$ cat config.mk
export PLATFORM = sky130hd
export DESIGN_NAME = slss_device_flat
export DESIGN_NICKNAME = d
export VERILOG_FILES = /design/src/logic/slss_pkg.sv /design/src/logic/slss_link_if.sv /design/src/logic/slss_device.sv /design/src/flat_wrapper.sv
export VERILOG_INCLUDE_DIRS = /design/src /design/src/logic
export SDC_FILE = /design/constraint.sdc
export NUM_CORES = 1
export LEC_CHECK = 0
export BUFFER_PORTS_ARGS = -buffer_cell sky130_fd_sc_hd__buf_2
export CORE_MARGIN = 8
export CORE_UTILIZATION = 45
export DETAILED_ROUTE_END_ITERATION = 10
export PLACE_DENSITY = 0.76
export SETUP_SLACK_MARGIN = 0.1
export SYNTH_ARGS = -nofsm -noshare
export SYNTH_HDL_FRONTEND = slang
export SYNTH_SLANG_ARGS = --single-unit
export TNS_END_PERCENT = 100
$ cat constraint.sdc
create_clock -name pclk -period 2.05 [get_ports pclk]
set_input_delay 0.1025 -clock pclk [delete_from_list [all_inputs] [get_ports pclk]]
set_output_delay 0.1025 -clock pclk [all_outputs]
set_load 0.02 [all_outputs]
$ cat src/logic/slss_map.svh
// Constants for the serial link startup sequencer: control fields and timing.
// Assumes inclusion by the package and by both ends; definitions only.
`ifndef SLSS_MAP_SVH
`define SLSS_MAP_SVH
// Control field widths and reset values
`define SLSS_DECIM_W        6
`define SLSS_DECIM_BYPASS   6'h01
`define SLSS_DECIM_RESET    6'h01
`define SLSS_KM1_W          5
`define SLSS_KM1_RESET      5'h1f
`define SLSS_FPM_RESET      8'h04
// Sample widths
`define SLSS_RAW_W          12
`define SLSS_IQ_W           15
`define SLSS_DATA_W         32
// Initial lane alignment: multiframes sent before data
`define SLSS_ILA_MF         4
// Calibration busy time in cycles
`define SLSS_CAL_CYC        16'h0040
// Controller register offsets (APB byte addresses)
`define SLSS_REG_CTRL       12'h000
`define SLSS_REG_CFG        12'h004
`define SLSS_REG_STAT       12'h008
// CTRL fields
`define SLSS_CTRL_EN_BIT    0
`define SLSS_CTRL_CAL_BIT   1
`define SLSS_CTRL_SYSREF_BIT 2
`define SLSS_CTRL_DET_BIT   3
// CFG fields
`define SLSS_CFG_DECIM_LSB  0
`define SLSS_CFG_SCR_BIT    8
`define SLSS_CFG_KM1_LSB    16
`define SLSS_CFG_DDR_BIT    24
`endif

$ cat src/logic/slss_pkg.sv
// Types shared by both ends of the serial link startup sequencer.
// Assumes slss_map.svh is on the include path.
`include "slss_map.svh"
package slss_pkg;
  // Device link states
  typedef enum logic [2:0] {
    SLSS_OFF   = 3'b000,
    SLSS_WAIT  = 3'b001,
    SLSS_CGS   = 3'b010,
    SLSS_ILA   = 3'b011,
    SLSS_DATA  = 3'b100
  } slss_link_type;
  // Receiver-side states
  typedef enum logic [1:0] {
    SLSS_RX_IDLE = 2'b00,
    SLSS_RX_REQ  = 2'b01,
    SLSS_RX_ILA  = 2'b10,
    SLSS_RX_DATA = 2'b11
  } slss_rx_type;
  // Lane symbol kinds
  typedef enum logic [1:0] {
    SLSS_SYM_IDLE = 2'b00,
    SLSS_SYM_K    = 2'b01,
    SLSS_SYM_ILA  = 2'b10,
    SLSS_SYM_DATA = 2'b11
  } slss_sym_type;
endpackage : slss_pkg

$ cat src/logic/slss_link_if.sv
// Link between the converter side and the receiver/clock source side.
// Assumes both ends share pclk and presetn.
`include "slss_map.svh"
interface slss_link_if;
  logic                      sysref;      // Phase reference pulse, high active
  logic                      sync_n;      // Sync request, low active
  logic                      lane_valid;  // Lane word valid
  slss_pkg::slss_sym_type    lane_kind;   // Kind of lane word
  logic [`SLSS_DATA_W-1:0]   lane_data;   // Lane word
  logic                      lane_start;  // First word of a multiframe
  // Converter end
  modport dev (input sysref, input sync_n,
               output lane_valid, output lane_kind, output lane_data, output lane_start);
  // Receiver and clock source end
  modport rcv (output sysref, output sync_n,
               input lane_valid, input lane_kind, input lane_data, input lane_start);
endinterface : slss_link_if

$ cat src/logic/slss_device.sv
// Converter end: APB control registers, link state machine and lane framing.
// Assumes the receiver end on pclk; the link inputs still pass two flip-flops.
`include "slss_map.svh"
module slss_device #(
  parameter int KM1_W   = `SLSS_KM1_W,   // Multiframe length field width
  parameter int DECIM_W = `SLSS_DECIM_W  // Decimation field width
) (
  input  wire logic                    pclk,     // 50 MHz clock
  input  wire logic                    presetn,  // Async reset, low active
  input  wire logic                    psel,     // APB select
  input  wire logic                    penable,  // APB access phase
  input  wire logic                    pwrite,   // APB direction
  input  wire logic [11:0]             paddr,    // APB byte address
  input  wire logic [31:0]             pwdata,   // APB write data
  output logic      [31:0]             prdata,   // APB read data
  output logic                         pready,   // APB ready, always high
  output logic                         pslverr,  // APB error on unmapped address
  input  wire logic [`SLSS_RAW_W-1:0]  raw_sample, // Raw converter sample
  input  wire logic [`SLSS_IQ_W-1:0]   i_sample, // Down-converted I
  input  wire logic [`SLSS_IQ_W-1:0]   q_sample, // Down-converted Q
  slss_link_if.dev                     link      // Link to the receiver
);
  // Elaboration check: the register layout only fits the default field widths
  if (KM1_W != `SLSS_KM1_W || DECIM_W != `SLSS_DECIM_W) begin : g_bad_width
    $error("slss_device: field widths must match the register layout");
  end
  ////////////////////////////////////////////////////////////////////////////
  // Registers
  logic               en_ff;
  logic               det_ff;
  logic [DECIM_W-1:0] decim_ff;
  logic               scr_ff;
  logic [KM1_W-1:0]   km1_ff;
  logic               ddr_ff;
  logic [15:0]        cal_cnt_ff;
  logic               phase_ok_ff;
  slss_pkg::slss_link_type st_ff;
  slss_pkg::slss_link_type nxt_st;
  logic wr;
  logic rd_ok;
  logic [31:0] rd_mux;
  // Address match helper
  function automatic logic hit(input logic [11:0] a, input logic [11:0] off);
    hit = (a == off);
  endfunction : hit
  assign wr     = psel && penable && pwrite;
  assign pready = 1'b1;
  assign rd_ok  = hit(paddr, `SLSS_REG_CTRL) || hit(paddr, `SLSS_REG_CFG)
               || hit(paddr, `SLSS_REG_STAT);
  assign pslverr = psel && penable && !rd_ok;
  // Control register: enable, calibration trigger, phase reference need
  always_ff @(posedge pclk or negedge presetn) begin
    if (!presetn) begin
      en_ff  <= 1'b0;
      det_ff <= 1'b1;
    end else if (wr && hit(paddr, `SLSS_REG_CTRL)) begin
      en_ff  <= pwdata[`SLSS_CTRL_EN_BIT];
      det_ff <= pwdata[`SLSS_CTRL_DET_BIT];
    end
  end
  // Configuration accepted only while the link is off
  always_ff @(posedge pclk or negedge presetn) begin
    if (!presetn) begin
      decim_ff <= `SLSS_DECIM_RESET;
      scr_ff   <= 1'b0;
      km1_ff   <= `SLSS_KM1_RESET;
      ddr_ff   <= 1'b0;
    end else if (wr && hit(paddr, `SLSS_REG_CFG) && !en_ff) begin
      decim_ff <= pwdata[`SLSS_CFG_DECIM_LSB +: DECIM_W];
      scr_ff   <= pwdata[`SLSS_CFG_SCR_BIT];
      km1_ff   <= pwdata[`SLSS_CFG_KM1_LSB +: KM1_W];
      ddr_ff   <= pwdata[`SLSS_CFG_DDR_BIT];
    end
  end
  // Calibration busy counter, started by the trigger bit
  always_ff @(posedge pclk or negedge presetn) begin
    if (!presetn) begin
      cal_cnt_ff <= 16'h0000;
    end else if (wr && hit(paddr, `SLSS_REG_CTRL) && pwdata[`SLSS_CTRL_CAL_BIT]) begin
      cal_cnt_ff <= `SLSS_CAL_CYC;
    end else if (cal_cnt_ff != 16'h0000) begin
      cal_cnt_ff <= cal_cnt_ff - 16'h0001;
    end
  end
  // Read mux
  always_comb begin
    rd_mux = 32'h0000_0000;
    if (hit(paddr, `SLSS_REG_CTRL)) begin
      rd_mux[`SLSS_CTRL_EN_BIT]  = en_ff;
      rd_mux[`SLSS_CTRL_CAL_BIT] = (cal_cnt_ff != 16'h0000);
      rd_mux[`SLSS_CTRL_DET_BIT] = det_ff;
    end else if (hit(paddr, `SLSS_REG_CFG)) begin
      rd_mux[`SLSS_CFG_DECIM_LSB +: DECIM_W] = decim_ff;
      rd_mux[`SLSS_CFG_SCR_BIT]              = scr_ff;
      rd_mux[`SLSS_CFG_KM1_LSB +: KM1_W]     = km1_ff;
      rd_mux[`SLSS_CFG_DDR_BIT]              = ddr_ff;
    end else if (hit(paddr, `SLSS_REG_STAT)) begin
      rd_mux[2:0] = st_ff;
      rd_mux[4]   = phase_ok_ff;
    end
  end
  // Read data captured in the setup phase, so it stands through the access phase
  always_ff @(posedge pclk or negedge presetn) begin
    if (!presetn) begin
      prdata <= 32'h0000_0000;
    end else if (psel && !penable) begin
      prdata <= rd_mux;
    end
  end
  ////////////////////////////////////////////////////////////////////////////
  // Link inputs pass two flip-flops
  logic sysref_m_ff, sysref_s_ff, sysref_d_ff;
  logic sync_m_ff, sync_s_ff;
  always_ff @(posedge pclk or negedge presetn) begin
    if (!presetn) begin
      sysref_m_ff <= 1'b0;
      sysref_s_ff <= 1'b0;
      sysref_d_ff <= 1'b0;
      sync_m_ff   <= 1'b1;
      sync_s_ff   <= 1'b1;
    end else begin
      sysref_m_ff <= link.sysref;
      sysref_s_ff <= sysref_m_ff;
      sysref_d_ff <= sysref_s_ff;
      sync_m_ff   <= link.sync_n;
      sync_s_ff   <= sync_m_ff;
    end
  end
  // Multiframe phase counter, reset on phase reference rise
  logic [KM1_W-1:0] mf_cnt_ff;
  logic             mf_wrap;
  logic             sysref_rise;
  assign sysref_rise = sysref_s_ff && !sysref_d_ff;
  assign mf_wrap     = (mf_cnt_ff == km1_ff);
  always_ff @(posedge pclk or negedge presetn) begin
    if (!presetn) begin
      mf_cnt_ff   <= '0;
      phase_ok_ff <= 1'b0;
    end else if (!en_ff) begin
      mf_cnt_ff   <= '0;
      phase_ok_ff <= 1'b0;
    end else if (sysref_rise) begin
      mf_cnt_ff   <= '0;
      phase_ok_ff <= 1'b1;
    end else begin
      mf_cnt_ff <= mf_wrap ? '0 : mf_cnt_ff + 1'b1;
    end
  end
  // Link state machine
  logic [2:0] ila_cnt_ff;
  always_comb begin
    nxt_st = st_ff;
    case (st_ff)
      slss_pkg::SLSS_OFF: if (cal_cnt_ff == 16'h0000) nxt_st = slss_pkg::SLSS_WAIT;
      slss_pkg::SLSS_WAIT: begin
        if (!sync_s_ff && (phase_ok_ff || !det_ff)) nxt_st = slss_pkg::SLSS_CGS;
      end
      slss_pkg::SLSS_CGS: begin
        if (sync_s_ff && mf_wrap) nxt_st = slss_pkg::SLSS_ILA;
      end
      slss_pkg::SLSS_ILA: begin
        if (!sync_s_ff) nxt_st = slss_pkg::SLSS_CGS;
        else if (mf_wrap && ila_cnt_ff == 3'(`SLSS_ILA_MF - 1)) nxt_st = slss_pkg::SLSS_DATA;
      end
      default: if (!sync_s_ff) nxt_st = slss_pkg::SLSS_CGS;
    endcase
    if (!en_ff) nxt_st = slss_pkg::SLSS_OFF;
  end
  always_ff @(posedge pclk or negedge presetn) begin
    if (!presetn) begin
      st_ff <= slss_pkg::SLSS_OFF;
    end else begin
      st_ff <= nxt_st;
    end
  end
  // Alignment multiframe counter
  always_ff @(posedge pclk or negedge presetn) begin
    if (!presetn) begin
      ila_cnt_ff <= 3'h0;
    end else if (st_ff != slss_pkg::SLSS_ILA) begin
      ila_cnt_ff <= 3'h0;
    end else if (mf_wrap) begin
      ila_cnt_ff <= ila_cnt_ff + 3'h1;
    end
  end
  ////////////////////////////////////////////////////////////////////////////
  // Data format and lane output, registered
  logic [31:0] sample_word;
  always_comb begin
    if (decim_ff == `SLSS_DECIM_BYPASS) begin
      sample_word = {20'h0_0000, raw_sample};
    end else begin
      sample_word = {1'b0, i_sample, 1'b0, q_sample};
    end
  end
  always_ff @(posedge pclk or negedge presetn) begin
    if (!presetn) begin
      link.lane_valid <= 1'b0;
      link.lane_kind  <= slss_pkg::SLSS_SYM_IDLE;
      link.lane_data  <= 32'h0000_0000;
      link.lane_start <= 1'b0;
    end else begin
      link.lane_valid <= (st_ff != slss_pkg::SLSS_OFF) && (st_ff != slss_pkg::SLSS_WAIT);
      link.lane_start <= (mf_cnt_ff == '0);
      case (st_ff)
        slss_pkg::SLSS_CGS: begin
          link.lane_kind <= slss_pkg::SLSS_SYM_K;
          link.lane_data <= 32'h0000_00bc;
        end
        slss_pkg::SLSS_ILA: begin
          link.lane_kind <= slss_pkg::SLSS_SYM_ILA;
          link.lane_data <= {8'h00, ddr_ff, scr_ff, 1'b0, 5'(km1_ff), 2'b00,
                             6'(decim_ff), 5'h00, ila_cnt_ff};
        end
        slss_pkg::SLSS_DATA: begin
          link.lane_kind <= slss_pkg::SLSS_SYM_DATA;
          link.lane_data <= sample_word;
        end
        default: begin
          link.lane_kind <= slss_pkg::SLSS_SYM_IDLE;
          link.lane_data <= 32'h0000_0000;
        end
      endcase
    end
  end
endmodule : slss_device

$ cat src/flat_wrapper.sv
// flat-port wrapper written by rule: the top's interface ports become plain ports
module slss_device_flat 
#(
  parameter int KM1_W   = `SLSS_KM1_W,                                   
  parameter int DECIM_W = `SLSS_DECIM_W                           
)
  (pclk, presetn, psel, penable, pwrite, paddr, pwdata, prdata, pready, pslverr, raw_sample, i_sample, q_sample, link_sysref, link_sync_n, link_lane_valid, link_lane_kind, link_lane_data, link_lane_start);
  slss_link_if link_i ();
  input  wire logic pclk;
  input  wire logic presetn;
  input  wire logic psel;
  input  wire logic penable;
  input  wire logic pwrite;
  input  wire logic [11:0] paddr;
  input  wire logic [31:0] pwdata;
  output logic      [31:0] prdata;
  output logic pready;
  output logic pslverr;
  input  wire logic [`SLSS_RAW_W-1:0] raw_sample;
  input  wire logic [`SLSS_IQ_W-1:0] i_sample;
  input  wire logic [`SLSS_IQ_W-1:0] q_sample;
  input wire logic [$bits(link_i.sysref)-1:0] link_sysref;
  input wire logic [$bits(link_i.sync_n)-1:0] link_sync_n;
  output wire logic [$bits(link_i.lane_valid)-1:0] link_lane_valid;
  output wire logic [$bits(link_i.lane_kind)-1:0] link_lane_kind;
  output wire logic [$bits(link_i.lane_data)-1:0] link_lane_data;
  output wire logic [$bits(link_i.lane_start)-1:0] link_lane_start;
  assign link_i.sysref = link_sysref;
  assign link_i.sync_n = link_sync_n;
  assign link_lane_valid = link_i.lane_valid;
  assign link_lane_kind = link_i.lane_kind;
  assign link_lane_data = link_i.lane_data;
  assign link_lane_start = link_i.lane_start;
  slss_device #(.KM1_W(KM1_W), .DECIM_W(DECIM_W)) u_core (.pclk(pclk), .presetn(presetn), .psel(psel), .penable(penable), .pwrite(pwrite), .paddr(paddr), .pwdata(pwdata), .prdata(prdata), .pready(pready), .pslverr(pslverr), .raw_sample(raw_sample), .i_sample(i_sample), .q_sample(q_sample), .link(link_i));
endmodule
==> out/results.tsv <==
stage	metric	value	unit
global_routing	grt_max_degree	39	
logic_synthesis	ys_warn_count	0	
clocking	clock_sinks	95	
placement	dp_hpwl	8070	um
logic_synthesis	ys.flop_type	dfrtp_1	
sta	hold_viol	0	
logic_synthesis	synth_cells	394	
critical_path	crit_path_end_kind	flop	
routing	drc_errors	0	
logic_synthesis	netlist_area	0.00441	mm2
placement	place_inst	650	
routing	vias_per_cell	5.00	
global_routing	grt_pass1_wl	18400	um
clocking	cts_buffer_depth	2	
clocking	htree_levels	3	
routing	initialDrtViolationCount	166	
floorplan	fp.dieArea	0.0132	mm2
floorplan	io_pins	163	
global_routing	gr-usage-all-layers	0.176	
critical_path	slowest_delay	0.43	ns
global_routing	overflow	0	
power_and_ir_drop	power.leakage	2.95	nW
sta	period_needed	1.85	ns
critical_path	regToRegSetupSlack	0.20	ns
sta	setup_viol	0	
placement	dpl_cell_area	0.00517	mm2
sta	fin_crit_sh	0.903	
routing	ant_nets	0	
sta	rsz0062_at_grt	yes	
cells_and_area	area_growth	31.6	%
routing	wl_per_cell	16.0	um
sta	slew_violations	0	
sta	fmax	540	MHz
floorplan	row_count	36	
floorplan	initial_core_util	0.458	
routing	drt_first_pass_iters	4	
logic_synthesis	synth_edf_count	0	
logic_synthesis	async_reset_ff_frac	1.00	
floorplan	fp.dieW	115	um
cells_and_area	fin_area	0.00581	mm2
clocking	cts_tree	yes	
routing	vias	3548	
clocking	clk_pin_slew	0.09	ns
sta	finalSetupTns	0	ns
critical_path	cp_cell_sequence	inv_2 > ha_4 > nor4b_4 > nand4_1 > buf_6 > nor2_2 > o211ai_1 > o22ai_1	
routing	wirelength	11300	um
global_routing	antenna_found_initial	1	
status	outcome	complete, no violations	
power_and_ir_drop	p_per_area	608	mW/mm2
floorplan	coreArea	0.00964	mm2
global_routing	grt_pass1_vias	3795	
power_and_ir_drop	vdd_drop_max	0.397	mV
cells_and_area	layout_common_cells	120 x buf_2, 86 x dfrtp_1, 38 x nor2_1	
floorplan	fp.dieH	115	um
critical_path	path_class	reg2reg	
placement	numPortBuffers	121	
critical_path	required	2.34	ns
critical_path	crit_path_max_fanout	6	
cells_and_area	nets	669	
cells_and_area	stdcell_count	709	
hold_path	hold_class	in2reg	
run	max_cap_violations	0	
cells_and_area	drive_gt1_frac	0.355	
logic_synthesis	synth_area_per_cell	11.2	um2
critical_path	critPathSlowestCell	dfrtp_1	
sta	fin_skew	0.00834	ns
logic_synthesis	yosysSeqAreaShare	0.541	
critical_path	crit_arrival	2.14	ns
clocking	cts-root-buf	clkbuf_8	
logic_synthesis	synth_cell_types	51	
clocking	insertion_delay	0.36	ns
placement	gp_congestion	0.831	
cells_and_area	final_common_cell	buf_2	
critical_path	cp-start-kind	flop	
clocking	numCtsBuffers	9	
logic_synthesis	synth_seq_cells	95	
layer usage:
| metal | vias up | share of wire | track usage |
|---|---|---|---|
| li1 | 1671 | - | - |
| met1 | 1762 | 0.38 | 0.198 |
| met2 | 98 | 0.54 | 0.307 |
| met3 | 17 | 0.065 | 0.0530 |
| met4 | 0 | 0.019 | 0.0683 |
| met5 | - | 0 | 0 |
repair_timing:
action                                  CTS  global route
endpoints found under the setup margin    2             8
gates resized for setup                   1             7
endpoints found under the hold margin    65             0
hold buffers                             35             0
pin swaps                                 0             5
setup buffers                             1             6
path summary, 6_finish.rpt:
path,from,end,depth (start not counted)
setup / recovery,u_core.cal_cnt_ff[1],u_core.st_ff[0],8
hold / removal,pwdata[1],u_core.decim_ff[1],2
setup reg to reg,u_core.cal_cnt_ff[1],u_core.st_ff[0],8
hold reg to reg,u_core.sync_m_ff,u_core.sync_s_ff,0
max in group asynchronous,presetn,u_core.km1_ff[4],3
min in group asynchronous,presetn,u_core.cal_cnt_ff[11],2
cells in the mapped netlist, types with 5 or more instances:
cell	count	area, um2
buf_2	5	25.0
a21oi_1	14	70.1
inv_1	12	45.0
and2_1	11	68.8
a22o_1	17	149
clkbuf_1	7	26.3
ha_1	6	75.1
nor3_1	6	30.0
nor2b_1	6	37.5
mux2i_1	13	130
dfstp_2	9	236
xor2_1	8	70.1
o21ai_0	11	55.1
nand2b_1	8	50.1
xnor2_1	9	78.8
nand2_1	27	101
dfrtp_1	86	2150
mux2_4	10	150
nand3_1	10	50.1
mux2_2	9	101
buf_4	22	165
nor2_1	39	146
where the power goes:
part | internal (mW) | total (mW) | switching, mW | leakage (nW)
clock network | 0.573 | 1.24 | 0.668 | 0.0973
logic | 0.155 | 0.322 | 0.167 | 1.63
registers | 1.92 | 1.97 | 0.0502 | 1.22
stage by stage:
| step | power, mW | setup WS [ns] | hold WS [ns] | util |
|---|---|---|---|---|
| floorplan | 2.14 | 0.235 | -0.193 | - |
| global placement | 2.25 | 0.171 | 0.100 | 0.536 |
| detailed placement | 2.26 | 0.0518 | 0.107 | 0.536 |
| CTS | 3.53 | 0.149 | 0.0136 | 0.595 |
| global route | 3.69 | 0.0457 | 0.0134 | 0.603 |
| finish | 3.53 | 0.199 | 0.00932 | 0.603 |
logic make-up (layout without fill, tap and decap cells):
| group | Yosys count | after routing | share of synthesized area |
|---|---|---|---|
| buffers and inverters | 48 | 209 | 0.0663 |
| DFF | 95 | 95 | 0.541 |
| AOI/OAI and AO/OA | 60 | 60 | 0.0938 |
| other | 2 | 23 | 0.00170 |
| xor gates and xnor gates | 17 | 17 | 0.0337 |
| and+or+nand+nor | 134 | 134 | 0.160 |
| adders and majority gates | 6 | 6 | 0.0170 |
| muxes | 32 | 32 | 0.0864 |
cell type report:
type / count / area [um2]
fill: 809 / 3830
sequential: 95 / 2390
multi-input combinational: 271 / 1850
timing repair buffer: 181 / 1160
tap: 133 / 166
clock buffer: 10 / 128
clock inverter: 6 / 68.8
inverter: 12 / 45.0
antenna: 1 / 2.50
registers in the layout (all words and copies together), names as in the netlist, 2 cells and up:
signal,count
u_core.link.lane_kind,2
u_core.ila_cnt_ff,3
u_core.mf_cnt_ff,5
u_core.st_ff,3
u_core.decim_ff,6
u_core.cal_cnt_ff,16
u_core.km1_ff,5
u_core.link.lane_data,30
u_core.prdata,13
critical path: cells and delay by family (launching register included):
family	cells	cell delay, ns
buffers and inverters	2	0.32
AO/OA/AOI/OAI	2	0.28
adder cells (fa/ha/maj)	1	0.14
AND/OR/NAND/NOR	3	0.60
flip-flops	1	0.43
No activity file was read; power rests on OpenSTA's default activity.
